### config.mk
export PLATFORM = sky130hd
export DESIGN_NAME = rx_align_top
export DESIGN_NICKNAME = d
export VERILOG_FILES = /design/src/inc/rx_align_pkg.sv /design/src/rx_edge_sync.sv /design/src/rx_align_top.sv
export VERILOG_INCLUDE_DIRS = /design/src /design/src/inc
export SDC_FILE = /design/constraint.sdc
export NUM_CORES = 1
export LEC_CHECK = 0
export ABC_AREA = 1
export BUFFER_PORTS_ARGS = -buffer_cell sky130_fd_sc_hd__buf_2
export CORE_AREA = 2 2 103 105
export DETAILED_ROUTE_END_ITERATION = 10
export DIE_AREA = 0 0 105 107
export HOLD_SLACK_MARGIN = 0.1
export MAX_ROUTING_LAYER = met4
export PLACE_DENSITY_LB_ADDON = 0.15
export SKIP_LAST_GASP = 1
export SLEW_MARGIN = 20
export SYNTH_ARGS = -nofsm -noshare
export SYNTH_HDL_FRONTEND = slang
export SYNTH_SLANG_ARGS = --single-unit
### constraint.sdc
create_clock -name aclk -period 3.7 [get_ports aclk]
set_input_delay 0.185 -clock aclk [delete_from_list [all_inputs] [get_ports aclk]]
set_output_delay 0.185 -clock aclk [all_outputs]
set_load 0.01 [all_outputs]
### src/inc/rx_align_defs.svh
// Purpose: named offsets, field positions, counts and codes of the
//          receive serial port frame aligner
// Assumes: included by the package only
// Notes:   definitions only
`ifndef RX_ALIGN_DEFS_SVH
`define RX_ALIGN_DEFS_SVH

// ----------------------------------------------------------------
// register byte addresses
// ----------------------------------------------------------------
`define RA_CTRL_ADDR       32'h0000_0000
`define RA_STATUS_ADDR     32'h0000_0004
`define RA_DATA_ADDR       32'h0000_0008

// ----------------------------------------------------------------
// register fields
// ----------------------------------------------------------------
`define RA_CTRL_W          6
`define RA_CTRL_RESET      6'h00
`define RA_STAT_ALIGN_BIT  0
`define RA_STAT_SEEN_BIT   1
`define RA_STAT_POS_LSB    16
`define RA_DATA_BYTE_LSB   0

// ----------------------------------------------------------------
// axi4-lite responses
// ----------------------------------------------------------------
`define RA_RESP_OKAY       2'h0
`define RA_RESP_SLVERR     2'h2

// ----------------------------------------------------------------
// frame position: last count of each line mode, early presets
// ----------------------------------------------------------------
`define RA_POS_W           10
`define RA_LAST_T1         10'h0C0
`define RA_LAST_E1         10'h0FF
`define RA_LAST_4M         10'h1FF
`define RA_LAST_8M         10'h3FF
`define RA_POS_FIRST       10'h000
`define RA_POS_SECOND      10'h001
`define RA_BYTE_LAST_BIT   3'h7
`define RA_BYTE_FIRST_BIT  3'h0

// ----------------------------------------------------------------
// line clock rates the edge finder has to resolve
// ----------------------------------------------------------------
`define RA_ACLK_MHZ        250
`define RA_FAST_LINE_MHZ   52
`define RA_SLOW_LINE_MHZ   10

`endif

### src/inc/rx_align_pkg.sv
// Purpose: types of the receive serial port frame aligner
// Assumes: rx_align_defs.svh gives widths
// Notes:   no imports are used anywhere; refer as rx_align_pkg::name
`include "rx_align_defs.svh"

package rx_align_pkg;

  // ----------------------------------------------------------------
  // modes
  // ----------------------------------------------------------------
  typedef enum logic [1:0] {
    LM_T1 = 2'b00,
    LM_E1 = 2'b01,
    LM_4M = 2'b10,
    LM_8M = 2'b11
  } line_mode_e;

  typedef enum logic [1:0] {
    EARLY_0    = 2'b00,
    EARLY_HALF = 2'b01,
    EARLY_1    = 2'b10,
    EARLY_2    = 2'b11
  } early_e;

  // ----------------------------------------------------------------
  // control register layout, msb first: [5:4] [3:2] [1] [0]
  // ----------------------------------------------------------------
  typedef struct packed {
    line_mode_e line_mode;
    early_e     early;
    logic       sync_inv;
    logic       clk_inv;
  } ctrl_s;

  // ----------------------------------------------------------------
  // aligned receive stream towards the consumer
  // ----------------------------------------------------------------
  typedef struct packed {
    logic                    bit_data;
    logic                    bit_valid;
    logic                    frame_start;
    logic [7:0]              byte_data;
    logic                    byte_valid;
    logic [`RA_POS_W-1:0]    pos;
  } rx_stream_s;

  // ----------------------------------------------------------------
  // state of the pin synchroniser and edge finder
  // ----------------------------------------------------------------
  typedef struct packed {
    logic meta;
    logic sync;
    logic last;
  } edge_s;

  // ----------------------------------------------------------------
  // whole state of the aligner
  // ----------------------------------------------------------------
  typedef struct packed {
    ctrl_s                ctrl;
    logic                 aligned;
    logic                 sync_seen;
    logic                 pend;
    logic [`RA_POS_W-1:0] pend_val;
    logic [7:0]           shreg;
    rx_stream_s           stream;
    logic                 awready;
    logic                 wready;
    logic                 aw_got;
    logic                 w_got;
    logic [31:0]          awaddr;
    logic [31:0]          wdata;
    logic [3:0]           wstrb;
    logic                 bvalid;
    logic [1:0]           bresp;
    logic                 arready;
    logic                 rvalid;
    logic [31:0]          rdata;
    logic [1:0]           rresp;
  } state_s;

endpackage

### src/rx_edge_sync.sv
// Purpose: two-flop synchroniser for one pin with edge finder
// Assumes: pin is asynchronous to aclk
// Notes:   the first flop feeds only the second
`timescale 1ns/1ps

module rx_edge_sync (
  input  wire logic aclk,
  input  wire logic aresetn,
  input  wire logic pin,
  output logic      level,
  output logic      rise,
  output logic      fall
);

  rx_align_pkg::edge_s s_ff;
  rx_align_pkg::edge_s nxt_s;

  // shift the pin through the chain
  always_comb begin
    nxt_s      = s_ff;
    nxt_s.meta = pin;
    nxt_s.sync = s_ff.meta;
    nxt_s.last = s_ff.sync;
  end

  always_ff @(posedge aclk) begin
    if (!aresetn) begin
      s_ff <= '0;
    end else begin
      s_ff <= nxt_s;
    end
  end

  // edges seen between second and third flop
  assign level = s_ff.sync;
  assign rise  = s_ff.sync & ~s_ff.last;
  assign fall  = ~s_ff.sync & s_ff.last;

endmodule

### src/rx_align_top.sv
// Purpose: receive serial port front end: samples line data, takes the
//          frame sync and keeps byte and frame position
// Assumes: line clock, data and sync are asynchronous pins, oversampled
//          by aclk at 250 MHz; registers over AXI4-Lite
// Notes:   every output is a flop of the state struct
//
// Register access over AXI4-Lite and the address map were chosen for this implementation.
`timescale 1ns/1ps

module rx_align_top (
  input  wire logic               aclk,
  input  wire logic               aresetn,
  input  wire logic               rx_line_clock,
  input  wire logic               rx_data,
  input  wire logic               rx_frame_sync,
  input  wire logic [31:0]        s_axi_awaddr,
  input  wire logic [2:0]         s_axi_awprot,
  input  wire logic               s_axi_awvalid,
  output logic                    s_axi_awready,
  input  wire logic [31:0]        s_axi_wdata,
  input  wire logic [3:0]         s_axi_wstrb,
  input  wire logic               s_axi_wvalid,
  output logic                    s_axi_wready,
  output logic [1:0]              s_axi_bresp,
  output logic                    s_axi_bvalid,
  input  wire logic               s_axi_bready,
  input  wire logic [31:0]        s_axi_araddr,
  input  wire logic [2:0]         s_axi_arprot,
  input  wire logic               s_axi_arvalid,
  output logic                    s_axi_arready,
  output logic [31:0]             s_axi_rdata,
  output logic [1:0]              s_axi_rresp,
  output logic                    s_axi_rvalid,
  input  wire logic               s_axi_rready,
  output rx_align_pkg::rx_stream_s rx_stream,
  output logic                    rx_aligned
);

  // ----------------------------------------------------------------
  // helpers
  // ----------------------------------------------------------------

  // last frame position of a line mode
  function automatic logic [`RA_POS_W-1:0] frame_last(input rx_align_pkg::line_mode_e m);
    case (m)
      rx_align_pkg::LM_T1: frame_last = `RA_LAST_T1;
      rx_align_pkg::LM_E1: frame_last = `RA_LAST_E1;
      rx_align_pkg::LM_4M: frame_last = `RA_LAST_4M;
      default:             frame_last = `RA_LAST_8M;
    endcase
  endfunction

  // position the next data edge takes after an early sync
  function automatic logic [`RA_POS_W-1:0] early_preset(input rx_align_pkg::ctrl_s c);
    case (c.early)
      rx_align_pkg::EARLY_0: early_preset = `RA_POS_SECOND;
      rx_align_pkg::EARLY_1: early_preset = `RA_POS_FIRST;
      rx_align_pkg::EARLY_2: early_preset = frame_last(c.line_mode);
      default:               early_preset = `RA_POS_FIRST;
    endcase
  endfunction

  // last bit of a byte; t1 frames lead with one framing bit
  function automatic logic byte_end(input logic [`RA_POS_W-1:0] p,
                                    input rx_align_pkg::line_mode_e m);
    if (m == rx_align_pkg::LM_T1) begin
      byte_end = (p[2:0] == `RA_BYTE_FIRST_BIT) && (p != `RA_POS_FIRST);
    end else begin
      byte_end = (p[2:0] == `RA_BYTE_LAST_BIT);
    end
  endfunction

  // register index of an address: 0 ctrl, 1 status, 2 data, 3 none
  function automatic logic [1:0] reg_sel(input logic [31:0] a);
    case ({a[31:2], 2'h0})
      `RA_CTRL_ADDR:   reg_sel = 2'h0;
      `RA_STATUS_ADDR: reg_sel = 2'h1;
      `RA_DATA_ADDR:   reg_sel = 2'h2;
      default:         reg_sel = 2'h3;
    endcase
  endfunction

  // ----------------------------------------------------------------
  // pin synchronisers
  // ----------------------------------------------------------------
  logic clk_rise;
  logic clk_fall;
  logic data_lvl;
  logic sync_lvl;

  rx_edge_sync u_clk_sync (
    .aclk    (aclk),
    .aresetn (aresetn),
    .pin     (rx_line_clock),
    .level   (),
    .rise    (clk_rise),
    .fall    (clk_fall)
  );

  rx_edge_sync u_data_sync (
    .aclk    (aclk),
    .aresetn (aresetn),
    .pin     (rx_data),
    .level   (data_lvl),
    .rise    (),
    .fall    ()
  );

  rx_edge_sync u_fsync_sync (
    .aclk    (aclk),
    .aresetn (aresetn),
    .pin     (rx_frame_sync),
    .level   (sync_lvl),
    .rise    (),
    .fall    ()
  );

  // ----------------------------------------------------------------
  // state
  // ----------------------------------------------------------------
  rx_align_pkg::state_s s_ff;
  rx_align_pkg::state_s nxt_s;

  logic                 data_edge;
  logic                 sync_edge;
  logic                 sync_hit;
  logic                 half;
  logic [`RA_POS_W-1:0] nxt_pos;
  logic [31:0]          rd_val;

  // next state: bus slave first, then link, so hardware sets win
  always_comb begin
    nxt_s = s_ff;
    nxt_s.stream.bit_valid   = 1'b0;
    nxt_s.stream.frame_start = 1'b0;
    nxt_s.stream.byte_valid  = 1'b0;
    nxt_pos = s_ff.stream.pos;
    rd_val  = '0;

    // write channel: address and data taken in either order
    if (s_ff.bvalid && s_axi_bready) begin
      nxt_s.bvalid = 1'b0;
    end
    if (s_axi_awvalid && s_ff.awready) begin
      nxt_s.aw_got = 1'b1;
      nxt_s.awaddr = s_axi_awaddr;
    end
    if (s_axi_wvalid && s_ff.wready) begin
      nxt_s.w_got = 1'b1;
      nxt_s.wdata = s_axi_wdata;
      nxt_s.wstrb = s_axi_wstrb;
    end
    if (nxt_s.aw_got && nxt_s.w_got) begin
      nxt_s.aw_got = 1'b0;
      nxt_s.w_got  = 1'b0;
      nxt_s.bvalid = 1'b1;
      nxt_s.bresp  = `RA_RESP_OKAY;
      case (reg_sel(nxt_s.awaddr))
        2'h0: begin
          if (nxt_s.wstrb[0]) begin
            nxt_s.ctrl    = rx_align_pkg::ctrl_s'(nxt_s.wdata[`RA_CTRL_W-1:0]);
            nxt_s.aligned = 1'b0;  // new mode needs a fresh sync
            nxt_s.pend    = 1'b0;
          end
        end
        2'h1: begin
          if (nxt_s.wstrb[0] && nxt_s.wdata[`RA_STAT_SEEN_BIT]) begin
            nxt_s.sync_seen = 1'b0;  // write one to clear
          end
        end
        2'h2: begin
          nxt_s.bresp = `RA_RESP_OKAY;  // read only, write ignored
        end
        default: begin
          nxt_s.bresp = `RA_RESP_SLVERR;
        end
      endcase
    end
    nxt_s.awready = !nxt_s.aw_got && !nxt_s.bvalid;
    nxt_s.wready  = !nxt_s.w_got && !nxt_s.bvalid;

    // read channel
    if (s_ff.rvalid && s_axi_rready) begin
      nxt_s.rvalid = 1'b0;
    end
    if (s_axi_arvalid && s_ff.arready) begin
      nxt_s.rvalid = 1'b1;
      nxt_s.rresp  = `RA_RESP_OKAY;
      case (reg_sel(s_axi_araddr))
        2'h0: begin
          rd_val[`RA_CTRL_W-1:0] = s_ff.ctrl;
        end
        2'h1: begin
          rd_val[`RA_STAT_ALIGN_BIT] = s_ff.aligned;
          rd_val[`RA_STAT_SEEN_BIT]  = s_ff.sync_seen;
          rd_val[`RA_STAT_POS_LSB +: `RA_POS_W] = s_ff.stream.pos;
        end
        2'h2: begin
          rd_val[`RA_DATA_BYTE_LSB +: 8] = s_ff.stream.byte_data;
        end
        default: begin
          nxt_s.rresp = `RA_RESP_SLVERR;
        end
      endcase
      nxt_s.rdata = rd_val;
    end
    nxt_s.arready = !nxt_s.rvalid;

    data_edge = s_ff.ctrl.clk_inv ? clk_fall : clk_rise;
    half      = (s_ff.ctrl.early == rx_align_pkg::EARLY_HALF);
    // sync on opposite edge unless half early
    sync_edge = half ? data_edge : (s_ff.ctrl.clk_inv ? clk_rise : clk_fall);
    // one sampled active level marks the frame
    // a sync held inactive never realigns
    sync_hit  = sync_edge && (sync_lvl ^ s_ff.ctrl.sync_inv);

    // early sync arms a preset for next data edge
    if (sync_hit && !half) begin
      nxt_s.pend     = 1'b1;
      nxt_s.pend_val = early_preset(s_ff.ctrl);
    end
    if (sync_hit) begin
      nxt_s.aligned   = 1'b1;
      nxt_s.sync_seen = 1'b1;
    end

    if (data_edge) begin
      // half early sync lands on this very bit
      if (half && sync_hit) begin
        nxt_pos = `RA_POS_FIRST;
      end else if (s_ff.pend) begin
        nxt_pos    = s_ff.pend_val;
        nxt_s.pend = 1'b0;
      end else if (s_ff.stream.pos >= frame_last(s_ff.ctrl.line_mode)) begin
        nxt_pos = `RA_POS_FIRST;
      end else begin
        nxt_pos = s_ff.stream.pos + `RA_POS_SECOND;
      end
      nxt_s.stream.pos         = nxt_pos;
      nxt_s.stream.bit_data    = data_lvl;
      nxt_s.stream.bit_valid   = 1'b1;
      nxt_s.stream.frame_start = (nxt_pos == `RA_POS_FIRST);
      nxt_s.shreg              = {s_ff.shreg[6:0], data_lvl};
      // first bit of a byte ends up as the msb
      if (byte_end(nxt_pos, s_ff.ctrl.line_mode)) begin
        nxt_s.stream.byte_data  = {s_ff.shreg[6:0], data_lvl};
        nxt_s.stream.byte_valid = 1'b1;
      end
    end
  end

  // register the whole state
  always_ff @(posedge aclk) begin
    if (!aresetn) begin
      s_ff      <= '0;
      s_ff.ctrl <= rx_align_pkg::ctrl_s'(`RA_CTRL_RESET);
    end else begin
      s_ff <= nxt_s;
    end
  end

  // ----------------------------------------------------------------
  // outputs, all straight from state flops
  // ----------------------------------------------------------------
  assign s_axi_awready = s_ff.awready;
  assign s_axi_wready  = s_ff.wready;
  assign s_axi_bvalid  = s_ff.bvalid;
  assign s_axi_bresp   = s_ff.bresp;
  assign s_axi_arready = s_ff.arready;
  assign s_axi_rvalid  = s_ff.rvalid;
  assign s_axi_rdata   = s_ff.rdata;
  assign s_axi_rresp   = s_ff.rresp;
  assign rx_stream     = s_ff.stream;
  assign rx_aligned    = s_ff.aligned;

endmodule

# After elaboration in Yosys (flattened, before gate mapping)
# Cells that the tools add are included.
# Widths: inputs -> output; s select.
dict set report word_totals {
  ff_bits 126
  in_bits 116
  out_inout_bits 64
  wordCells 143
}
dict set report classes {
  add_sub_neg 1
  order_cmp 1
  eq_ne 13
  muxes 47
  bitwise 5
  n_reduce_logical 39
}
# op count
set ops {}
lappend ops {{$mux 10} 9}
lappend ops {{$eq 30x1->1 const B} 2}
lappend ops {{$eq 30x2->1 const B} 2}
lappend ops {{$logic_not 30->1} 2}
lappend ops {{$mux 35} 1}
lappend ops {{$mux 32} 1}
lappend ops {{$pmux 10 s3} 1}
lappend ops {{$mux 21} 1}
lappend ops {{$pmux 10 s2} 1}
lappend ops {{$mux 1} 18}
lappend ops {{$pmux 2 s3} 3}
lappend ops {{$mux 2} 7}
lappend ops {{$logic_and 1x1->1} 13}
lappend ops {{$mux 11} 1}
lappend ops {{$add 10x1->10 const B} 1}
lappend ops {{$ge 10x10->1} 1}
lappend ops {{$logic_not 10->1} 1}
lappend ops {{$reduce_bool 10->1} 1}
lappend ops {{$reduce_bool 2->1} 5}
lappend ops {{$mux 9} 1}
lappend ops {{$reduce_and 3->1} 3}
lappend ops {{$eq 2x1->1 const B} 4}
lappend ops {{$eq 2x2->1 const B} 4}
lappend ops {{$logic_not 2->1} 4}
lappend ops {{10 further kinds} 19}

# Logic depth before layout (Yosys ltp)
# Gate-level depths: netlist of the first run.
dict set report depth {
  ltp_word 19
  depth_mapped 22
  mapped_depth_nobuf 21
}

# Modules after synthesis
# Synthesis of the first run repeated with hierarchy kept, for this count alone.
dict set report unflattened {
  hier_cells 759
  area_unflattened_um2 5597.9
}
# mod n_inst cells_per_inst area_each_um2 seq_area_each_um2
set modules_own_cells {}
lappend modules_own_cells {rx_align_top 1 720 5297.6 2122.0}
lappend modules_own_cells {rx_edge_sync 3 13 100.1 60.1}

# Worst setup path before layout of the first run
# OpenSTA, ideal clock, no wires.
dict set report synth_path {
  path_type {reg2reg}
  startpoint {register s_ff[158] (netlist bit)}
  endpoint {register s_ff (netlist bit rx_stream[18])}
  setup_time_ps 115
  arrival_time_ps 2015
  t_required_ps 3585
  setup_slack_ps 1570
  path_stages_with_launch 22
  path_buffers 1
  period_less_slack_ps 2130
  path_cell_list {dfxtp_1 -> inv_1 -> nand2_4 -> ha_1 -> inv_1 -> nand2_1 -> nand2_1 -> nand2_1 -> nand2_1 -> nor2_2 -> nor2_2 -> nand2_1 -> nand2_1 -> nand2_1 -> nand2_1 -> nor2_1 -> nand3_1 -> nand2_1 -> nand2_2 -> buf_6 -> a21oi_1 -> nor2_1}
}
dict set report synth_via {
  elab_chain_cells 15
  word_cells_on_any_way 19
  classes_between {order compare (1); eq/ne (3); mux (10); reduce/logical (5)}
}
# element line_no
set synth_lines {}
lappend synth_lines {{start, declared} rx_align_top.sv:121} ;# rx_align_pkg::state_s s_ff;
lappend synth_lines {{start signal, assigned} rx_align_top.sv:258} ;# s_ff <= nxt_s;
lappend synth_lines {{$eq 2x2->1, or another cell as far along} rx_align_top.sv:45} ;# case (m)
lappend synth_lines {{$pmux 10 s3} rx_align_top.sv:45}
lappend synth_lines {{$mux 10} rx_align_top.sv:231} ;# end else if (s_ff.pend) begin
lappend synth_lines {{$mux 10} rx_align_top.sv:229} ;# if (half && sync_hit) begin
lappend synth_lines {{$mux 10} rx_align_top.sv:227} ;# if (data_edge) begin
lappend synth_lines {{$ge 10x10->1} rx_align_top.sv:234} ;# end else if (s_ff.stream.pos >= frame_last(s_ff.ctrl.line_mode)) begin
lappend synth_lines {{$mux 10} rx_align_top.sv:234}
lappend synth_lines {{$mux 10} rx_align_top.sv:231}
lappend synth_lines {{$mux 10} rx_align_top.sv:229}
lappend synth_lines {{$mux 10} rx_align_top.sv:227}
lappend synth_lines {{$reduce_bool 10->1 (no source line) or $logic_not 3->1 (tied branches)} -}
lappend synth_lines {{$logic_and 1x1->1} rx_align_top.sv:67} ;# byte_end = (p[2:0] == `RA_BYTE_FIRST_BIT) && (p != `RA_POS_FIRST);
lappend synth_lines {{$mux 1 (*)} rx_align_top.sv:66} ;# if (m == rx_align_pkg::LM_T1) begin
lappend synth_lines {{$mux 1 (*)} rx_align_top.sv:227}
lappend synth_lines {{$reduce_and 2->1 (no source line) (*)} -}
# Mark *: on every way between the ends. The rest lies on a longest branch, timed or not. The select of a mux whose other input is x is not followed.
# A chain may end at the register's enable or synchronous reset.

# Worst setup path after layout of the first run
dict set report layout_path {
  startpoint {register s_ff (netlist bit s_axi_awready)}
  endpoint {register s_ff[158] (netlist bit)}
}
dict set report layout_via {
  elab_chain_cells 7
  word_cells_on_any_way 11
  classes_between {eq/ne (2); mux (4); reduce/logical (5)}
}
# element line_no
set layout_lines {}
lappend layout_lines {{$logic_and 1x1->1 (*)} rx_align_top.sv:144} ;# if (s_axi_awvalid && s_ff.awready) begin
lappend layout_lines {{$mux 32} rx_align_top.sv:144}
lappend layout_lines {{$eq 30x2->1, or another cell as far along} rx_align_top.sv:75} ;# case ({a[31:2], 2'h0})
lappend layout_lines {{$pmux 2 s3} rx_align_top.sv:75}
lappend layout_lines {{$mux 2} rx_align_top.sv:153} ;# if (nxt_s.aw_got && nxt_s.w_got) begin
lappend layout_lines {{$logic_not 2->1} rx_align_top.sv:158} ;# case (reg_sel(nxt_s.awaddr))
lappend layout_lines {{$reduce_and 3->1 (no source line) (*)} -}
# Marked as above.

==> results_dict.tcl, run 1 <==
set metrics [dict create \
    status "completed" \
    ys_ff_latch 113 \
    synth_top_cell_area_share_pct 41.6 \
    grt_use_total_pct 24.9 \
    drc 0 \
    die_y_um 107 \
    vias 4999 \
    syn_area_um2 5430 \
    drive_gt1_share_pct 20.3 \
    criticalPathCategory "reg2reg" \
    grt_pass1_wl_um 22000 \
    syn_inst 752 \
    htreeDepth 4 \
    fin_area_um2 6750 \
    cp.arrival_ps 3320 \
    synth-async-reset-ratio_pct 0 \
    crit_top_cell "nand2_1" \
    initial_utilization_pct 53.8 \
    path_cells "nand2_1 -> buf_4 -> inv_1 -> nand2_1 -> nand2_1 -> nor2_1 -> nand4_1 -> nor3_1 -> nand3_1 -> inv_2 -> nand2_1 -> nand2_1 -> a21oi_1" \
    dpl_worst_slack_ps 782 \
    crit_fanout 31 \
    finClkSkew_ps 10.2 \
    holdWs_ps 197 \
    portBuffers 124 \
    drv_slew 0 \
    min_period_ps 2930 \
    cts_tree "built" \
    synth_top_cell_by_area "dfxtp_1" \
    fmax_mhz 341 \
    maxCapViolCount 0 \
    grt_pass1_vias 4899 \
    cp_slowest_cell "nor3_1" \
    rrSetupSlack_ps 770 \
    clkTransAtPathRegs_ps 60 \
    num_antenna_cells 0 \
    post_cts_resized 0 \
    worstSetupStartpointType "flop" \
    pwr_density_cell_nw_per_um2 484 \
    rsz0062_at_grt "no" \
    drt-pass1-iter-count 4 \
    synth-main-ff-cell "dfxtp_1" \
    drt_first_iter_violations 233 \
    setup_ws_ps 771 \
    antenna_found_initial 0 \
    drt-total-wl_um 13100 \
    core-area_um2 10100 \
    ant_nets 0 \
    clockBufferDepth 2 \
    fp-row-count 37 \
    fin_crit_sh_pct 79.2 \
    die-area_um2 11200 \
    worstSkewPairLatency_ps 520 \
    viasPerCell 4.93 \
    crit_path_max_incr_delay_ps 460 \
    avgSynthCellArea_um2 7.22 \
    grt.overflow.total 0 \
    yosysSeqAreaShare_pct 41.6 \
    finalSetupViolCount 0 \
    fin_nets 990 \
    setup_tns_ps 0 \
    peakVddDrop_uv 379 \
    cp.required_ps 4090 \
    synth.area.top_cells "dfxtp_1, nand2_1, buf_4" \
    worst_slew_pin_slew_ps 750 \
    clock-sinks 113 \
    crit_path_end_kind "flop" \
    hold_violations 0 \
    syn2layout_area_growth_pct 24.3 \
    yosys_warnings 0 \
    synth_edf_count 0 \
    placed_area_um2 5730 \
    cts_root_buf "clkbuf_8" \
    hold_path.class "in2reg" \
    slew_headroom_pct 49.9 \
    grt_max_degree 44 \
    synthDistinctLibCells 36 \
    cts_buffers 17 \
    die_w_um 105 \
    p_leak_nw 3.39 \
    hpwl_um 8970 \
    ios 180 \
    place_congestion 0.864 \
    wl_per_cell_um 12.9 \
]
==> cell usage after synthesis, drive strengths merged, types with 6 or more instances <==
cell	number
a21oi	57
buf	71
clkbuf	18
dfxtp	113
ha	8
inv	63
mux2i	22
nand2	187
nand3	41
nand4	8
nor2	98
nor3	10
o21ai	25
or2	6
xor2	7
==> stage by stage <==
step                      power (W)  utilization [%]  instances
after floorplan             0.00155                -        767
after global routing        0.00339             66.9       1014
after global placement      0.00161             56.8        941
final                       0.00327             66.9       1014
after detailed placement    0.00162             56.8        941
after CTS                   0.00328             66.9       1014
==> logic make-up after synthesis <==
logic type | Yosys count | synth area share, %
adders and majority gates | 8 | 1.84
muxes | 22 | 4.05
AOI/OAI and AO/OA | 92 | 8.94
buffers and inverters | 153 | 14.9
xor gates and xnor gates | 7 | 1.13
DFF | 113 | 41.6
and+or+nand+nor | 356 | 27.4
other | 1 | 0.0690
==> state kept, by name (all words and copies together) (netlist names) <==
signal	count
u_data_sync.nxt_s	1
rx_stream	21
s_axi_awready	1
s_axi_rvalid	1
u_fsync_sync.level	1
u_clk_sync.s_ff	1
s_ff	59
s_axi_bresp	1
s_axi_wready	1
s_axi_bvalid	1
u_clk_sync.nxt_s	1
u_data_sync.level	1
u_fsync_sync.nxt_s	1
s_axi_arready	1
s_axi_rdata	18
u_clk_sync.level	1
s_axi_rresp	1
rx_aligned	1
==> layout by cell type (no fill, tap or decap), types with 2 or more instances in the layout <==
cell type      synthesis  layout
nor3_1                10      10
nand3_1               40      40
a211oi_1               4       4
clkbuf_16              0      16
conb_1                 1      16
dlygate4sd3_1          0      42
inv_1                 58      57
mux2i_1               22      22
bufinv_16              0       3
ha_1                   8       8
dfxtp_1              113     113
clkinv_4               0       2
buf_4                 58       3
xor2_1                 7       7
o21ai_0               25      25
o21a_1                 3       3
nand4_1                8       8
nand2_1              183     183
nor2_1                94      94
buf_2                  8     124
a21oi_1               57      57
nand2_2                3       3
clkinvlp_4             0       5
nor2_2                 3       3
inv_2                  5       6
or2_2                  5       5
clkbuf_8               0       3
nor4_1                 4       4
==> worst paths after layout <==
path                            depth (start not counted)              endpoint                 from
worst min-delay path                                    3  u_data_sync.nxt_s[1]              aresetn
worst max-delay path                                   13             s_ff[158]        s_axi_awready
worst max register to register                         13             s_ff[158]        s_axi_awready
worst min register to register                          2      u_clk_sync.level  u_clk_sync.nxt_s[1]
==> power by group <==
part / internal, W / switching (W) / leakage (nW)
clock network: 0.00106 / 0.000575 / 0.279
registers: 0.00126 / 0.0000282 / 0.919
logic: 0.000144 / 0.000197 / 2.19
total: 0.00247 / 0.000800 / 3.39
==> critical path, delay by kind of cell, from the launching register on <==
family | cells | cell delay (ps)
and+or+nand+nor | 9 | 1520
buffers and inverters | 3 | 900
AOI/OAI and AO/OA | 1 | 50
DFF | 1 | 310
==> routing by layer <==
layer  up-vias  wire, um  share of wire (%)  GRT usage (%)
li1       2548         -                  -              -
met1      2271      5520                 42           28.5
met2       152      6620                 50           42.5
met3        28       687                5.2           5.84
met4         0       297                2.3           9.90
met5         -         0                  0              -
==> area by class of cell <==
| cell class | count | area (um2) |
|---|---|---|
| Clock buffer | 19 | 442 |
| Clock inverter | 12 | 159 |
| Fill cell | 902 | 3340 |
| Inverter | 64 | 240 |
| Multi-Input combinational cell | 501 | 2410 |
| Sequential cell | 113 | 2260 |
| Tap cell | 136 | 170 |
| Timing Repair Buffer | 169 | 1060 |
==> repair_timing <==
item | CTS | global route
hold buffers | 42 | 0
endpoints found under the hold margin | 49 | 0
buffers inserted | 0 | 0
(Power assumes the default switching activity.)
==> run 2: changes to the inputs <==
- CORE_AREA: 2 2 103 105 -> 2 2 107 109
- DIE_AREA: 0 0 105 107 -> 0 0 109 111
- clock period: 3.7 -> 2.7 ns (I/O delays scaled with it)
==> run 2 against run 1 <==
Worst hold slack lost 79 ps. Register-to-register slack worse by 540 ps. Non-clock buffer count increased by 7. Largest cell class unchanged. Largest power group unchanged. Critical path depth up 4. Power grew 38%. Clock-buffer cell count up 2.
==> results_dict.tcl, run 2 (same netlist as run 1, synthesis figures left out) <==
set metrics [dict create \
    syn2layout_area_growth_pct 26.2 \
    drt-total-wl_um 12900 \
    cp.required_ps 3000 \
    vias 4904 \
    fmax_mhz 405 \
    utilization_pct 61.9 \
    cp.arrival_ps 2770 \
    fillers 998 \
    worst_slew_pin_slew_ps 821 \
    hold_violations 0 \
    clock-sinks 113 \
    crit_path_end_kind "flop" \
    largest_register_ffs 59 \
    crit_top_cell "nand2_1" \
    slew_headroom_pct 45.2 \
    peakVddDrop_uv 421 \
    place_congestion 0.825 \
    path_cells "inv_2 -> nand2_4 -> inv_2 -> ha_1 -> nand2_1 -> nand2_1 -> nand2_1 -> nor2_2 -> nor2_2 -> nand3_1 -> nand2_1 -> o21ai_0 -> nand3_1 -> nand2_2 -> nand2_2 -> a21oi_1 -> nor2_1" \
    min_period_ps 2470 \
    grt_pass1_wl_um 21300 \
    crit_path_max_incr_delay_ps 380 \
    worstSetupStartpointType "flop" \
    mostFrequentLayoutCell "nand2_1" \
    p_leak_nw 3.46 \
    setup_ws_ps 230 \
    finalSetupViolCount 0 \
    fin_crit_sh_pct 91.5 \
    ios 180 \
    placed_area_um2 5820 \
    portBuffers 124 \
    viasPerCell 4.77 \
    final_cell_mix "nand2_1, buf_2, dfxtp_1" \
    crit_fanout 8 \
    drt_first_iter_violations 305 \
    finClkSkew_ps 4.80 \
    drv_slew 0 \
    htreeDepth 4 \
    grt_max_degree 44 \
    initial_utilization_pct 49.0 \
    criticalPathCategory "reg2reg" \
    ant_nets 0 \
    grt_use_total_pct 23.0 \
    die-area_um2 12100 \
    core-area_um2 11100 \
    dp_cells 956 \
    cp_slowest_cell "dfxtp_1" \
    fin_nets 998 \
    drt-pass1-iter-count 4 \
    worstSkewPairLatency_ps 410 \
    fin_area_um2 6850 \
    grt_pass1_vias 4580 \
    wl_per_cell_um 12.6 \
    pwr_density_cell_nw_per_um2 660 \
    die_w_um 109 \
    fin_cells 1029 \
    clkTransAtPathRegs_ps 50 \
    grt.overflow.total 0 \
    status "completed" \
    hpwl_um 8850 \
    cts_tree "built" \
    path_buf_inv 2 \
    rsz0062_at_grt "yes" \
    hold_path.class "in2reg" \
    top_register "s_ff" \
    antenna_found_initial 0 \
    drc 0 \
    cts_buffers 17 \
    dpl_worst_slack_ps 165 \
    cts_root_buf "clkbuf_16" \
    maxCapViolCount 0 \
    die_y_um 111 \
    num_antenna_cells 0 \
    fp-row-count 39 \
    drive_gt1_share_pct 21.1 \
    clockBufferDepth 2 \
    critPathTopFamily "simple AND/OR/NAND/NOR gates" \
]
==> run 2: cell count changes in the layout (fill, tap and decap cells not counted) <==
cell           before  now
nand2_1           183  182
clkinv_4            2    1
clkbuf_1            0    1
dlygate4sd3_1      42   41
buf_4               3    9
nand2_4             1    2
buf_12              0    2
clkinv_2            1    4
inv_6               1    0
nand2_2             3    4
clkbuf_16          16   17
clkinvlp_4          5    2
==> run 2: timing repair <==
item                       4_1_cts  5_1_grt
setup endpoints to repair        0        9
hold endpoints to repair        43        0
buffers inserted                 0        0
resized for setup                0        2
hold buffers                    41        0
==> run 2: layout make-up <==
| class | instances | area (um2) | share of cell area, % |
|---|---|---|---|
| repair buffers | 176 | 1140 | 16.6 |
| flip-flops and latches | 113 | 2260 | 33.0 |
| clock buffers | 21 | 470 | 6.87 |
| well taps | 143 | 179 | 2.61 |
| clock inverters | 10 | 134 | 1.95 |
| multi-input cells | 502 | 2430 | 35.4 |
| inverters | 64 | 240 | 3.51 |
==> run 2: metal layers <==
| layer | vias up | global-route usage (%) | part of all wire, % | wire (um) |
|---|---|---|---|---|
| met3 | 10 | 6.23 | 5.2 | 666 |
| met2 | 125 | 38.2 | 50 | 6500 |
| met1 | 2196 | 27.0 | 44 | 5630 |
| li1 | 2573 | - | - | - |
| met4 | 0 | 6.75 | 0.99 | 128 |
| met5 | - | - | 0 | 0 |
==> run 2: report_power, final <==
group | total (W) | internal, W | switching [W]
combinational | 0.000490 | 0.000214 | 0.000276
sequential | 0.00177 | 0.00173 | 0.0000343
clock | 0.00226 | 0.00151 | 0.000753
==> run 2: metrics by stage <==
step | power, W | TNS (ps) | hold slack [ps]
2_1_floorplan | 0.00212 | 0 | 233
3_3_place_gp | 0.00222 | 0 | 320
3_5_place_dp | 0.00223 | 0 | 327
4_1_cts | 0.00454 | 0 | 105
5_1_grt | 0.00469 | -4.73 | 166
6_report | 0.00452 | 0 | 118
==> run 2: path summary, 6_finish.rpt <==
| check | slack (ps) | start | cells past startpoint | to |
|---|---|---|---|---|
| worst max-delay path | 230 | s_ff[159] | 17 | rx_stream[11] |
| worst min-delay path | 120 | s_axi_rready | 5 | s_axi_arready |
| worst max register to register | 230 | s_ff[159] | 17 | rx_stream[11] |
| worst min register to register | 410 | u_fsync_sync.nxt_s[1] | 2 | u_fsync_sync.level |
==> run 2: worst register-to-register path: cells and delay by family, from the launching register on <==
kind / cells / cell delay, ps
AO/OA/AOI/OAI: 2 / 410
AND/OR/NAND/NOR: 12 / 1150
flip-flops: 1 / 380
buffers and inverters: 2 / 170
adder cells (fa/ha/maj): 1 / 280
==> run 3: changes to the inputs <==
- BUFFER_PORTS_ARGS: -buffer_cell sky130_fd_sc_hd__buf_2 -> unset
- CORE_AREA: 2 2 107 109 -> 2 2 100 102
- DIE_AREA: 0 0 109 111 -> 0 0 102 104
- DONT_BUFFER_PORTS: unset -> 1
==> run 3 against run 2 <==
Die area fell by 12%. Combinational power down 12%. Largest power group unchanged. Wire length fell by 3.0%. Critical path depth up 2. Worst hold slack worse by 8.0 ps. Cell count shrank 12%. Sequential power about the same. Register-to-register slack about the same. Cell area decreased by 8.2%. Via count down 5.4%. Largest cell class unchanged. Sequential share of layout area rose by 2.9 points. Clock-buffer cell count fell by 4. Critical endpoint is now rx_stream[18].
==> results_dict.tcl, run 3 (same netlist as run 1, synthesis figures left out) <==
set metrics [dict create \
    status "completed" \
    startpoint "s_ff[159]" \
    drive_gt1_share_pct 9.33 \
    die_w_um 102 \
    rsz0062_at_grt "yes" \
    crit_fanout 8 \
    drv_slew 0 \
    cp.arrival_ps 2870 \
    crit_path_end_kind "flop" \
    fin_crit_sh_pct 91.1 \
    cts_tree "built" \
    crit_end "rx_stream[18]" \
    place_congestion 0.893 \
    pwr_density_cell_nw_per_um2 687 \
    worstSkewPairLatency_ps 520 \
    fin_cells 905 \
    htreeDepth 4 \
    syn2layout_area_growth_pct 15.8 \
    largest_register_ffs 59 \
    critPathTopFamily "simple AND/OR/NAND/NOR gates" \
    cp_slowest_cell "dfxtp_1" \
    antenna_found_initial 0 \
    crit_top_cell "nand2_1" \
    total_power_w 0.00432 \
    drc 0 \
    rrSetupSlack_ps 240 \
    setup_tns_ps 0 \
    cts_buffers 17 \
    drt-total-wl_um 12500 \
    vias 4641 \
    hold_path.class "in2reg" \
    die-area_um2 10600 \
    die_y_um 104 \
    criticalPathCategory "reg2reg" \
    finClkSkew_ps 6.90 \
    initial_utilization_pct 56.9 \
    grt_pass1_wl_um 20300 \
    viasPerCell 5.13 \
    slew_headroom_pct 56.5 \
    path_cells "inv_2 -> nand2_4 -> inv_2 -> ha_1 -> nand2_1 -> nand2_1 -> nand2_1 -> nor2_2 -> nor2_4 -> nand2_1 -> nand2_1 -> nand2_1 -> inv_1 -> nor3_1 -> nand2_2 -> nand2_2 -> nand3_1 -> nand2_1 -> nor2_1" \
    top_register "s_ff" \
    crit_path_max_incr_delay_ps 390 \
    grt_max_degree 39 \
    worstSetupStartpointType "flop" \
    worst_slew_pin_slew_ps 652 \
    grt_use_total_pct 24.9 \
    drt_first_iter_violations 219 \
    drt-pass1-iter-count 4 \
    grt_pass1_vias 4377 \
    utilization_pct 65.9 \
    min_period_ps 2460 \
    r2r_start "s_ff[159]" \
    core-area_um2 9550 \
    ios 180 \
    maxCapViolCount 0 \
    wl_per_cell_um 13.8 \
    clockBufferDepth 2 \
    cts_root_buf "clkbuf_8" \
    fin_nets 883 \
    path_depth 19 \
    hold_violations 0 \
    grt.overflow.total 0 \
    hpwl_um 8440 \
    finalSetupViolCount 0 \
    final_cell_mix "nand2_1, dfxtp_1, nor2_1" \
    cts_setup_buffers 0 \
    mostFrequentLayoutCell "nand2_1" \
    clkTransAtPathRegs_ps 60 \
    portBuffers 0 \
    path_buf_inv 3 \
    r2r_end "rx_stream[18]" \
    cp.required_ps 3110 \
    num_antenna_cells 0 \
    fp-row-count 36 \
    fmax_mhz 407 \
    rr_worst_depth 19 \
    p_leak_nw 2.91 \
    clock-sinks 113 \
    dp_cells 824 \
    peakVddDrop_uv 432 \
    ant_nets 0 \
]
==> run 3: worst min-delay path, stage by stage <==
cell and delay (ps):
nand3_1 70, nor3_1 60, nand2_1 90, nand4_1 100
a21oi_1 140
==> run 3: how the worst min path moves through the flow <==
stage	start	endpoint	slack, ps	cells past startpoint
2_1_floorplan	rx_line_clock	u_clk_sync.nxt_s[1]	230	2
3_3_place_gp	rx_data	u_data_sync.nxt_s[1]	240	2
3_5_place_dp	rx_data	u_data_sync.nxt_s[1]	240	2
4_1_cts	s_axi_araddr[2]	s_axi_rresp[1]	100	5
5_1_grt	s_axi_wvalid	s_ff[39]	170	3
6_report	s_axi_araddr[2]	s_axi_rresp[1]	110	5
==> run 3: area by class of cell <==
| cell class | count | area [um2] |
|---|---|---|
| repair buffers | 61 | 601 |
| well taps | 133 | 166 |
| clock inverters | 15 | 161 |
| flip-flops and latches | 113 | 2260 |
| inverters | 64 | 240 |
| multi-input cells | 502 | 2450 |
| clock buffers | 17 | 414 |
| fillers | 859 | 3260 |
==> run 3: what timing repair did <==
item	4_1_cts	5_1_grt
hold buffers	47	1
resized for setup	0	8
hold endpoints to repair	88	3
setup endpoints to repair	0	16
==> run 3: per-layer routing <==
| metal | wire length, um | GRT usage [%] | part of all wire (%) | vias up |
|---|---|---|---|---|
| met1 | 5150 | 28.4 | 41 | 2139 |
| met3 | 741 | 6.85 | 5.9 | 24 |
| li1 | - | - | - | 2342 |
| met4 | 277 | 10.5 | 2.2 | 0 |
| met2 | 6360 | 40.7 | 51 | 136 |
| met5 | 0 | - | 0 | - |
==> run 3: power by group <==
group,internal [W],switching [W]
Sequential,0.00173,0.0000429
Clock,0.00132,0.000806
Combinational,0.000173,0.000256
==> run 3: per-stage QoR <==
stage	hold slack (ps)	instance area, um2	worst slack, ps
3_5_place_dp	238	5190	154
2_1_floorplan	233	5490	570
6_report	110	6290	241
3_3_place_gp	236	5190	166
4_1_cts	101	6250	123
5_1_grt	173	6290	-28.5
